[src/hdl/gicm_pkg.sv]
package gicm_pkg;
	// Register word offsets (byte addresses)
	localparam logic [7:0] PIN_LEVEL_STATUS_OFS = 8'h00;
	localparam logic [7:0] CHANGE_IRQ_ENABLE_OFS = 8'h04;
	localparam logic [7:0] CHANGE_IRQ_DISABLE_OFS = 8'h08;
	localparam logic [7:0] CHANGE_IRQ_MASK_OFS = 8'h0C;
	localparam logic [7:0] CHANGE_IRQ_STATUS_OFS = 8'h10;
	localparam logic [7:0] OPEN_DRAIN_ENABLE_OFS = 8'h14;
	localparam logic [7:0] OPEN_DRAIN_DISABLE_OFS = 8'h18;
	localparam logic [7:0] OPEN_DRAIN_STATUS_OFS = 8'h1C;
	localparam logic [31:0] MASK_RESET = 32'h0000_0000;
	localparam logic [31:0] STATUS_RESET = 32'h0000_0000;
	localparam logic [31:0] OPEN_DRAIN_RESET = 32'h0000_0000;
	localparam logic [31:0] UNMAPPED_READ = 32'h0000_0000;
endpackage : gicm_pkg

[src/hdl/gicm_top.sv]
`timescale 1ns/1ps
`default_nettype none
// Overview of operation
// Each of 32 lines owns its same bit position in every register.
// Pin level register reads current level of each pin, 1 high, 0 low.
// Writing 1 to change-interrupt enable sets that line's enable; 0 no effect.
// Writing 1 to change-interrupt disable clears that line's enable; 0 no effect.
// Mask register reads 1 for enabled lines, 0 for disabled lines.
// Status bit sets once a level change is seen on its line.
// Reading status or reset clears all bits until new change.
// Writing 1 to open-drain enable turns on multi-drive for line.
// Writing 1 to open-drain disable turns off multi-drive for line.
// Open-drain status reads 1 where multi-drive is enabled.
// With multi-drive on, pin is only driven low, released for high.
// With multi-drive off, pin is driven high and low per output data.
// Interrupt output high while any line has status and mask both set.
module gicm_top #(
	parameter int LINES = 32
) (
	input wire logic i_clock,
	input wire logic i_reset_n,
	input wire logic [7:0] i_addr,
	input wire logic [31:0] i_wdata,
	input wire logic i_write,
	input wire logic i_read,
	output logic [31:0] o_rdata,
	input wire logic [LINES-1:0] i_pin,
	input wire logic [LINES-1:0] i_out_data,
	input wire logic [LINES-1:0] i_out_enable,
	output logic [LINES-1:0] o_pin,
	output logic [LINES-1:0] o_pin_oe,
	output logic o_irq
);

	////////////////////////////////////////////////////////////////////////
	typedef struct packed {
		logic [LINES-1:0] level;
		logic [LINES-1:0] mask;
		logic [LINES-1:0] status;
		logic [LINES-1:0] open_drain;
		logic [LINES-1:0] pin_out;
		logic [LINES-1:0] pin_oe;
		logic [31:0] rdata;
		logic irq;
		logic primed;
	} gicm_state_s;

	gicm_state_s state_q;
	gicm_state_s state_d;

	////////////////////////////////////////////////////////////////////////
	// Register access decode
	logic wr_irq_enable;
	logic wr_irq_disable;
	logic wr_od_enable;
	logic wr_od_disable;
	logic rd_irq_status;
	logic [LINES-1:0] wr_bits;

	assign wr_irq_enable = i_write && (i_addr == gicm_pkg::CHANGE_IRQ_ENABLE_OFS);
	assign wr_irq_disable = i_write && (i_addr == gicm_pkg::CHANGE_IRQ_DISABLE_OFS);
	assign wr_od_enable = i_write && (i_addr == gicm_pkg::OPEN_DRAIN_ENABLE_OFS);
	assign wr_od_disable = i_write && (i_addr == gicm_pkg::OPEN_DRAIN_DISABLE_OFS);
	assign rd_irq_status = i_read && (i_addr == gicm_pkg::CHANGE_IRQ_STATUS_OFS);
	// Bit n of the write word belongs to line n
	assign wr_bits = LINES'(i_wdata);

	////////////////////////////////////////////////////////////////////////
	// Set and clear requests per line; a zero bit in the write word asks for nothing
	logic [LINES-1:0] mask_set;
	logic [LINES-1:0] mask_clr;
	logic [LINES-1:0] od_set;
	logic [LINES-1:0] od_clr;

	assign mask_set = wr_irq_enable ? wr_bits : '0;
	assign mask_clr = wr_irq_disable ? wr_bits : '0;
	assign od_set = wr_od_enable ? wr_bits : '0;
	assign od_clr = wr_od_disable ? wr_bits : '0;

	////////////////////////////////////////////////////////////////////////
	// Per-line next values
	logic [LINES-1:0] change;
	logic [LINES-1:0] mask_next;
	logic [LINES-1:0] od_next;
	logic [LINES-1:0] status_next;
	logic [LINES-1:0] out_next;
	logic [LINES-1:0] oe_next;
	logic [LINES-1:0] pending;

	for (genvar g = 0; g < LINES; g++) begin : g_line
		logic change_bit;
		logic mask_bit;
		logic od_bit;
		logic status_bit;
		logic out_bit;
		logic oe_bit;

		// The first sample after reset has no history, so it never counts as a change
		always_comb begin
			if (state_q.primed) begin
				change_bit = i_pin[g] ^ state_q.level[g];
			end else begin
				change_bit = 1'b0;
			end
		end

		always_comb begin
			if (mask_set[g]) begin
				mask_bit = 1'b1;
			end else if (mask_clr[g]) begin
				mask_bit = 1'b0;
			end else begin
				mask_bit = state_q.mask[g];
			end
		end

		always_comb begin
			if (od_set[g]) begin
				od_bit = 1'b1;
			end else if (od_clr[g]) begin
				od_bit = 1'b0;
			end else begin
				od_bit = state_q.open_drain[g];
			end
		end

		// A status read clears the bit; a change of that same cycle goes out in the read word
		always_comb begin
			if (rd_irq_status) begin
				status_bit = 1'b0;
			end else if (change_bit) begin
				status_bit = 1'b1;
			end else begin
				status_bit = state_q.status[g];
			end
		end

		// An open-drain line never drives a high
		always_comb begin
			if (od_bit) begin
				out_bit = 1'b0;
			end else begin
				out_bit = i_out_data[g];
			end
		end

		// An open-drain line with a high to send is released instead
		always_comb begin
			if (od_bit) begin
				oe_bit = i_out_enable[g] & ~i_out_data[g];
			end else begin
				oe_bit = i_out_enable[g];
			end
		end

		assign change[g] = change_bit;
		assign mask_next[g] = mask_bit;
		assign od_next[g] = od_bit;
		assign status_next[g] = status_bit;
		assign out_next[g] = out_bit;
		assign oe_next[g] = oe_bit;
		assign pending[g] = status_bit & mask_bit;
	end

	////////////////////////////////////////////////////////////////////////
	// Read word; write-only and unmapped offsets answer with zero
	logic [31:0] read_word;

	always_comb begin
		read_word = gicm_pkg::UNMAPPED_READ;
		if (i_read) begin
			case (i_addr)
				gicm_pkg::PIN_LEVEL_STATUS_OFS: begin
					read_word = 32'(state_q.level);
				end
				gicm_pkg::CHANGE_IRQ_MASK_OFS: begin
					read_word = 32'(state_q.mask);
				end
				gicm_pkg::CHANGE_IRQ_STATUS_OFS: begin
					// Changes of this cycle are reported now, as the read clears them
					read_word = 32'(state_q.status | change);
				end
				gicm_pkg::OPEN_DRAIN_STATUS_OFS: begin
					read_word = 32'(state_q.open_drain);
				end
				gicm_pkg::CHANGE_IRQ_ENABLE_OFS: begin
					read_word = gicm_pkg::UNMAPPED_READ;
				end
				gicm_pkg::CHANGE_IRQ_DISABLE_OFS: begin
					read_word = gicm_pkg::UNMAPPED_READ;
				end
				gicm_pkg::OPEN_DRAIN_ENABLE_OFS: begin
					read_word = gicm_pkg::UNMAPPED_READ;
				end
				gicm_pkg::OPEN_DRAIN_DISABLE_OFS: begin
					read_word = gicm_pkg::UNMAPPED_READ;
				end
				default: begin
					read_word = gicm_pkg::UNMAPPED_READ;
				end
			endcase
		end
	end

	////////////////////////////////////////////////////////////////////////
	// Next state
	always_comb begin
		state_d = state_q;
		state_d.level = i_pin;
		state_d.primed = 1'b1;
		state_d.mask = mask_next;
		state_d.open_drain = od_next;
		state_d.status = status_next;
		state_d.pin_out = out_next;
		state_d.pin_oe = oe_next;
		state_d.rdata = read_word;
		// Interrupt moves in the same cycle as the status and mask it is made from
		state_d.irq = |pending;
	end

	////////////////////////////////////////////////////////////////////////
	// State register
	always_ff @(posedge i_clock or negedge i_reset_n) begin
		if (!i_reset_n) begin
			state_q.level <= '0;
			state_q.mask <= LINES'(gicm_pkg::MASK_RESET);
			state_q.status <= LINES'(gicm_pkg::STATUS_RESET);
			state_q.open_drain <= LINES'(gicm_pkg::OPEN_DRAIN_RESET);
			state_q.pin_out <= '0;
			state_q.pin_oe <= '0;
			state_q.rdata <= gicm_pkg::UNMAPPED_READ;
			state_q.irq <= 1'b0;
			state_q.primed <= 1'b0;
		end else begin
			state_q <= state_d;
		end
	end

	////////////////////////////////////////////////////////////////////////
	// Outputs come straight from the state register
	assign o_rdata = state_q.rdata;
	assign o_pin = state_q.pin_out;
	assign o_pin_oe = state_q.pin_oe;
	assign o_irq = state_q.irq;

endmodule : gicm_top
`default_nettype wire
[config.mk]
export PLATFORM = sky130hd
export DESIGN_NAME = gicm_top
export DESIGN_NICKNAME = d
export VERILOG_FILES = /design/src/hdl/gicm_pkg.sv /design/src/hdl/gicm_top.sv
export SDC_FILE = /design/constraint.sdc
export NUM_CORES = 1
export LEC_CHECK = 0
export ABC_AREA = 1
export ABC_CLOCK_PERIOD_IN_PS = 3300
export BUFFER_PORTS_ARGS = -buffer_cell sky130_fd_sc_hd__clkbuf_2
export CORE_MARGIN = 3
export CORE_UTILIZATION = 58
export DETAILED_ROUTE_END_ITERATION = 8
export GPL_ROUTABILITY_DRIVEN = 0
export PLACE_DENSITY = 0.91
export SLEW_MARGIN = 5
export SYNTH_ARGS = -nofsm -noshare
export SYNTH_HDL_FRONTEND = slang
export SYNTH_SLANG_ARGS = --single-unit
[constraint.sdc]
create_clock -name i_clock -period 3.3 [get_ports i_clock]
set_input_delay 0.66 -clock i_clock [delete_from_list [all_inputs] [get_ports i_clock]]
set_output_delay 0.66 -clock i_clock [all_outputs]
set_load 0.1 [all_outputs]
Word level (Yosys, flattened, before mapping)
Index checks and enable logic that the tools add are counted.
- word-level logic and storage cells: 446
- bits of input ports: 140
- register bits after elaboration: 226
- equality and inequality tests: 7
- bitwise gates (word level): 129
- multiplexer cells: 294
- reductions and logical operators: 7
- operators by type and width (cell ; number):
    $mux W1 ; 288
    $mux W32 ; 5
    $pmux W32 S4 ; 1
    $and A1 B1 Y1 ; 64
    $eq A8 B5 Y1 const B ; 4
    $not A1 Y1 ; 32
    $or A32 B32 Y32 ; 1
    $reduce_or A32 Y1 ; 1
    $xor A1 B1 Y1 ; 32
    $eq A8 B4 Y1 const B ; 2
    $eq A8 B3 Y1 const B ; 1
    $logic_not A8 Y1 ; 1
    $logic_and A1 B1 Y1 ; 5

Longest topological paths before layout
- word-level depth: 7
- mapped depth: 13
- gate-level depth less buffers: 12

Worst setup path after synthesis
OpenSTA, ideal clock, no wires.
- path kind: input port to flip-flop
- from: in i_addr[7]
- to: reg state_q, in the netlist o_irq
- required time: 3.181 ns
- path slack: 1.390 ns
- setup time: 0.119 ns
- stages on the path: 13
- arrival time: 1.791 ns
- cells stage by stage: nor2_1 nand3b_1 nor2_4 nand2_2 buf_2 nand2_1 inv_2 nand2_1 nand2_1 nor2_1 nand2_1 nor2_1 nand2_1
- RTL lines (item ; line ; RTL):
    start: declaration ; gicm_top.sv:22 ; input wire logic [7:0] i_addr,
    end signal: assignment ; gicm_top.sv:235 ; state_q <= state_d;
    end: declaration ; gicm_top.sv:48 ; gicm_state_s state_q;

Worst setup path after layout
- from: in i_addr[1]
- to: reg state_q, in the netlist o_pin_oe[19]
- cells in the longest elaborated chain, start to end: 6
- elaborated cells between the ends (all ways): 9
- ends and longest elaborated chain (item ; line ; RTL):
    $eq A8 B5 Y1 ; gicm_top.sv:63 ; assign wr_od_disable = i_write && (i_addr == gicm_pkg::OPEN_DRAIN_DISABLE_OFS);
    $logic_and A1 B1 Y1 ; gicm_top.sv:63 ;
    $mux W32 ; gicm_top.sv:78 ; assign od_clr = wr_od_disable ? wr_bits : '0;
    $mux W1 ; gicm_top.sv:120 ; end else if (od_clr[g]) begin
    $mux W1 (*) ; gicm_top.sv:118 ; if (od_set[g]) begin
    via g_line[19].od_bit ; gicm_top.sv:93 ; logic od_bit;
    $mux W1 (*) ; gicm_top.sv:149 ; if (od_bit) begin
    via g_line[19].oe_bit ; gicm_top.sv:96 ; logic oe_bit;
The timed path passes the listed nets; every way through them passes the cells marked *.

==> reports/qor.tcl <==
set qor(routed_vias) 8307
set qor(fin_tns_setup_ns) 0
set qor(critical_path.endpoint_type) {flop}
set qor(ir_worst_vdd_uv) 409
set qor(numClockSinks) 226
set qor(crit_fanout) 16
set qor(area_delta_synth_final_pct) 15.5
set qor(detail_route.vias_per_cell) 5.46
set qor(netlist_top_cells_area) {sky130_fd_sc_hd__dfrtp_1, sky130_fd_sc_hd__nand2_1, sky130_fd_sc_hd__buf_4}
set qor(post_synth_xor_area_fraction) 0
set qor(rsz0062_at_grt) {no}
set qor(worstSetupStartpointType) {input pin}
set qor(synth_compound_area_frac) 0.103
set qor(cts_inserted_buffers) 23
set qor(synthesis.area_um2) 10100
set qor(ys_seq_area_frac) 0.561
set qor(insertion_delay_ns) 0.51
set qor(finalMaxSlewViolations) 0
set qor(syn-mean-instance-area_um2) 8.82
set qor(worstPathRequired_ns) 3.72
set qor(stdcell_count) 1521
set qor(worst_pin_slew_ns) 0.976
set qor(critical_path_arrival_ns) 2.73
set qor(remaining_drc_errors) 0
set qor(grt_pass1_wl_um) 41200
set qor(detailedRoute.firstPassIterationCount) 6
set qor(finalWirelength_um) 25900
set qor(postCtsSetupBuffers) 0
set qor(status) {finished clean}
set qor(timing_hold_violations_final) 0
set qor(hold_path.class) {in -> async}
set qor(initial_core_util) 0.600
set qor(global_route.usage.met2) 0.460
set qor(power.density_cell_area_nw_per_um2) 550
set qor(die_width_um) 138
set qor(place_inst) 1480
set qor(worstSetupPathType) {in -> reg}
set qor(timing.critical_path.depth) 9
set qor(clock-skew-final_ns) 0.0176
set qor(number_of_antenna_violations_at_the_first_check_in_global_routing) 2
set qor(reg2reg_to) {o_irq}
set qor(post_synth_mux_area_share) 0
set qor(setup_violations) 0
set qor(reg2reg_from) {state_q[0]}
set qor(placement.io_buffers) 236
set qor(fraction_of_final_layout_cells_with_drive_strength_greater_than_1) 0.249
set qor(initialDrtViolationCount) 771
set qor(achievable-frequency_mhz) 433
set qor(core_area_um2) 16800
set qor(synth_top_family_by_area) {simple AND/OR/NAND/NOR gates}
set qor(synth_nets) 1283
set qor(grt.total_usage) 0.274
set qor(most_crowded_layer_gr) {met2}
set qor(floorplan.die_area_um2) 19000
set qor(finalWorstPathRequiredPeriod_ns) 2.31
set qor(met3_global_route_usage) 0.0606
set qor(final_nets) 1425
set qor(max-cap-violations) 0
set qor(detailedPlacementHpwl_um) 17700
set qor(drt-wirelength-per-cell_um) 17.0
set qor(worst_setup_path_startpoint) {i_addr[1]}
set qor(synth_cell_type_count) 23
set qor(synth_seq_cells) 226
set qor(worst_max_slew_margin_expressed_relative_to_the_limit) 0.348
set qor(cts-resized-gates) 0
set qor(postSynthCellCount) 1143
set qor(clk_pin_slew_worst_paths_ns) 0.06
set qor(grt_use_met1) 0.352
set qor(finalCritPeriodShare) 0.701
set qor(global_route.overflow_total) 0
set qor(yosysWarningCount) 0
set qor(path_buf_inv) 3
set qor(cpPeakStageDelay_ns) 0.47
set qor(grt_max_degree) 92
set qor(worst-r2r-setup-slack_ns) 1.24
set qor(fp-row-count) 47
set qor(critPathTopFamily) {simple AND/OR/NAND/NOR gates}
set qor(critical_path.slowest_cell) {sky130_fd_sc_hd__nand3_2}
set qor(antenna_violating_nets_post_route) 0
set qor(yosys.area_share.adder) 0
set qor(simple_gate_fraction_of_synth_area) 0.199
set qor(fp.dieH_um) 138
set qor(leakagePower_nw) 6.13
set qor(clock_tree_from_tritoncts) {built}
set qor(synth_largest_type_area_fraction) 0.561
set qor(worstPathCellList) {clkbuf_2, nor2_2, inv_2, nor2_4, nand3_2, buf_4, o21ai_0, o21ai_1, a21boi_1}
set qor(crit_end) {o_pin_oe[19]}
set qor(root_buffer) {sky130_fd_sc_hd__clkbuf_16}
set qor(synth_top_cell_by_area) {sky130_fd_sc_hd__dfrtp_1}
set qor(worstRegToRegCells) 11
set qor(ios) 237
set qor(cts_hold_buffers) 0
set qor(vias_in_the_first_global_route) 8373
set qor(cts_max_path_buffers) 3
set qor(number_of_h_tree_levels) 1
-- synthesized netlist by cell type, drive strengths merged --
cell type	n
nor3	2
buf	112
nor2	81
o21ai	91
nand3	95
inv	125
clkbuf	26
dfrtp	226
nand3b	1
nand2	309
conb	1
a41oi	32
nor4	1
a21boi	32
o21bai	9
-- logic make-up after synthesis --
logic type	count (synthesis)
flops	226
simple gates	489
other cells	1
buf+inv	263
compound gates	164
-- stage by stage --
| stage | utilization | instance area [um^2] | hold slack (ns) | setup WS, ns | total power, mW |
|---|---|---|---|---|---|
| 2_1_floorplan | - | 10100 | 0.364 | 1.39 | 3.56 |
| 3_3_place_gp | 0.646 | 10900 | 0.479 | 0.612 | 3.77 |
| 3_5_place_dp | 0.646 | 10900 | 0.486 | 0.548 | 3.79 |
| 4_1_cts | 0.692 | 11600 | 0.194 | 1.03 | 6.43 |
| 5_1_grt | 0.693 | 11600 | 0.208 | 0.862 | 6.63 |
| 6_report | 0.693 | 11600 | 0.148 | 0.988 | 6.40 |
-- registers in the layout, indices dropped and copies added (netlist names) --
name,cells
o_irq,1
o_pin_oe,32
state_q,129
o_rdata,32
o_pin,32
-- how the worst min path moves through the flow --
| stage | end | slack [ns] | from | depth (start not counted) |
|---|---|---|---|---|
| 2_1_floorplan | o_irq | 0.36 | i_reset_n | 0 |
| 3_3_place_gp | state_q[172] | 0.48 | state_q[172] | 2 |
| 3_5_place_dp | state_q[172] | 0.49 | state_q[172] | 2 |
| 4_1_cts | o_pin_oe[7] | 0.19 | i_reset_n | 1 |
| 5_1_grt | o_pin_oe[7] | 0.21 | i_reset_n | 1 |
| 6_report | o_pin_oe[7] | 0.15 | i_reset_n | 1 |
-- layout by cell type, fill, tap and decap left out --
| cell | count |
|---|---|
| sky130_fd_sc_hd__a21boi_0 | 2 |
| sky130_fd_sc_hd__o21bai_1 | 9 |
| sky130_fd_sc_hd__inv_1 | 105 |
| sky130_fd_sc_hd__nand3_2 | 2 |
| sky130_fd_sc_hd__clkinv_2 | 4 |
| sky130_fd_sc_hd__o21ai_1 | 37 |
| sky130_fd_sc_hd__nor2_4 | 4 |
| sky130_fd_sc_hd__nor3_4 | 2 |
| sky130_fd_sc_hd__a41oi_1 | 32 |
| sky130_fd_sc_hd__clkbuf_1 | 2 |
| sky130_fd_sc_hd__nand2_2 | 1 |
| sky130_fd_sc_hd__nor2_2 | 1 |
| sky130_fd_sc_hd__clkbuf_8 | 8 |
| sky130_fd_sc_hd__nor4_4 | 1 |
| sky130_fd_sc_hd__dfrtp_1 | 226 |
| sky130_fd_sc_hd__nor2_1 | 76 |
| sky130_fd_sc_hd__conb_1 | 1 |
| sky130_fd_sc_hd__bufinv_16 | 2 |
| sky130_fd_sc_hd__nand3_1 | 93 |
| sky130_fd_sc_hd__diode_2 | 1 |
| sky130_fd_sc_hd__o21ai_0 | 54 |
| sky130_fd_sc_hd__buf_4 | 16 |
| sky130_fd_sc_hd__clkbuf_16 | 23 |
| sky130_fd_sc_hd__a21boi_1 | 30 |
| sky130_fd_sc_hd__nand2_1 | 308 |
| sky130_fd_sc_hd__clkbuf_2 | 235 |
| sky130_fd_sc_hd__inv_2 | 20 |
| sky130_fd_sc_hd__buf_8 | 1 |
| sky130_fd_sc_hd__clkinv_4 | 1 |
| sky130_fd_sc_hd__nand3b_1 | 1 |
| sky130_fd_sc_hd__buf_12 | 3 |
-- where the power goes --
| part | switching [mW] | leakage (nW) | internal, mW |
|---|---|---|---|
| Sequential | 0.0568 | 2.75 | 2.88 |
| Clock | 1.05 | 0.391 | 1.61 |
| Combinational | 0.635 | 2.98 | 0.178 |
-- area by class of cell --
cell class	count	area, um^2
Fill cell	1243	5170
Clock buffer	33	693
Multi-Input combinational cell	654	3090
Clock inverter	7	88.8
Antenna cell	1	2.50
Tap cell	220	275
Inverter	125	469
Sequential cell	226	5660
Timing Repair Buffer	255	1370
-- per-layer routing --
metal,up-vias,wire length [um]
met4,2,769
met1,3883,9490
li1,3844,-
met2,505,12700
met5,-,12
met3,73,2930
-- worst reg2reg max path: stages, from the launching register on --
cell                      delay, ns
sky130_fd_sc_hd__dfrtp_1       0.66
sky130_fd_sc_hd__buf_4         0.40
sky130_fd_sc_hd__nand2_1       0.11
sky130_fd_sc_hd__o21ai_0       0.25
sky130_fd_sc_hd__nand2_1       0.11
sky130_fd_sc_hd__inv_1         0.13
sky130_fd_sc_hd__nand2_1       0.07
sky130_fd_sc_hd__nand2_1       0.08
sky130_fd_sc_hd__nor2_1        0.05
sky130_fd_sc_hd__nand2_1       0.06
sky130_fd_sc_hd__nor2_1        0.04
sky130_fd_sc_hd__nand2_1       0.04
No activity file was read; power rests on OpenSTA's default activity.
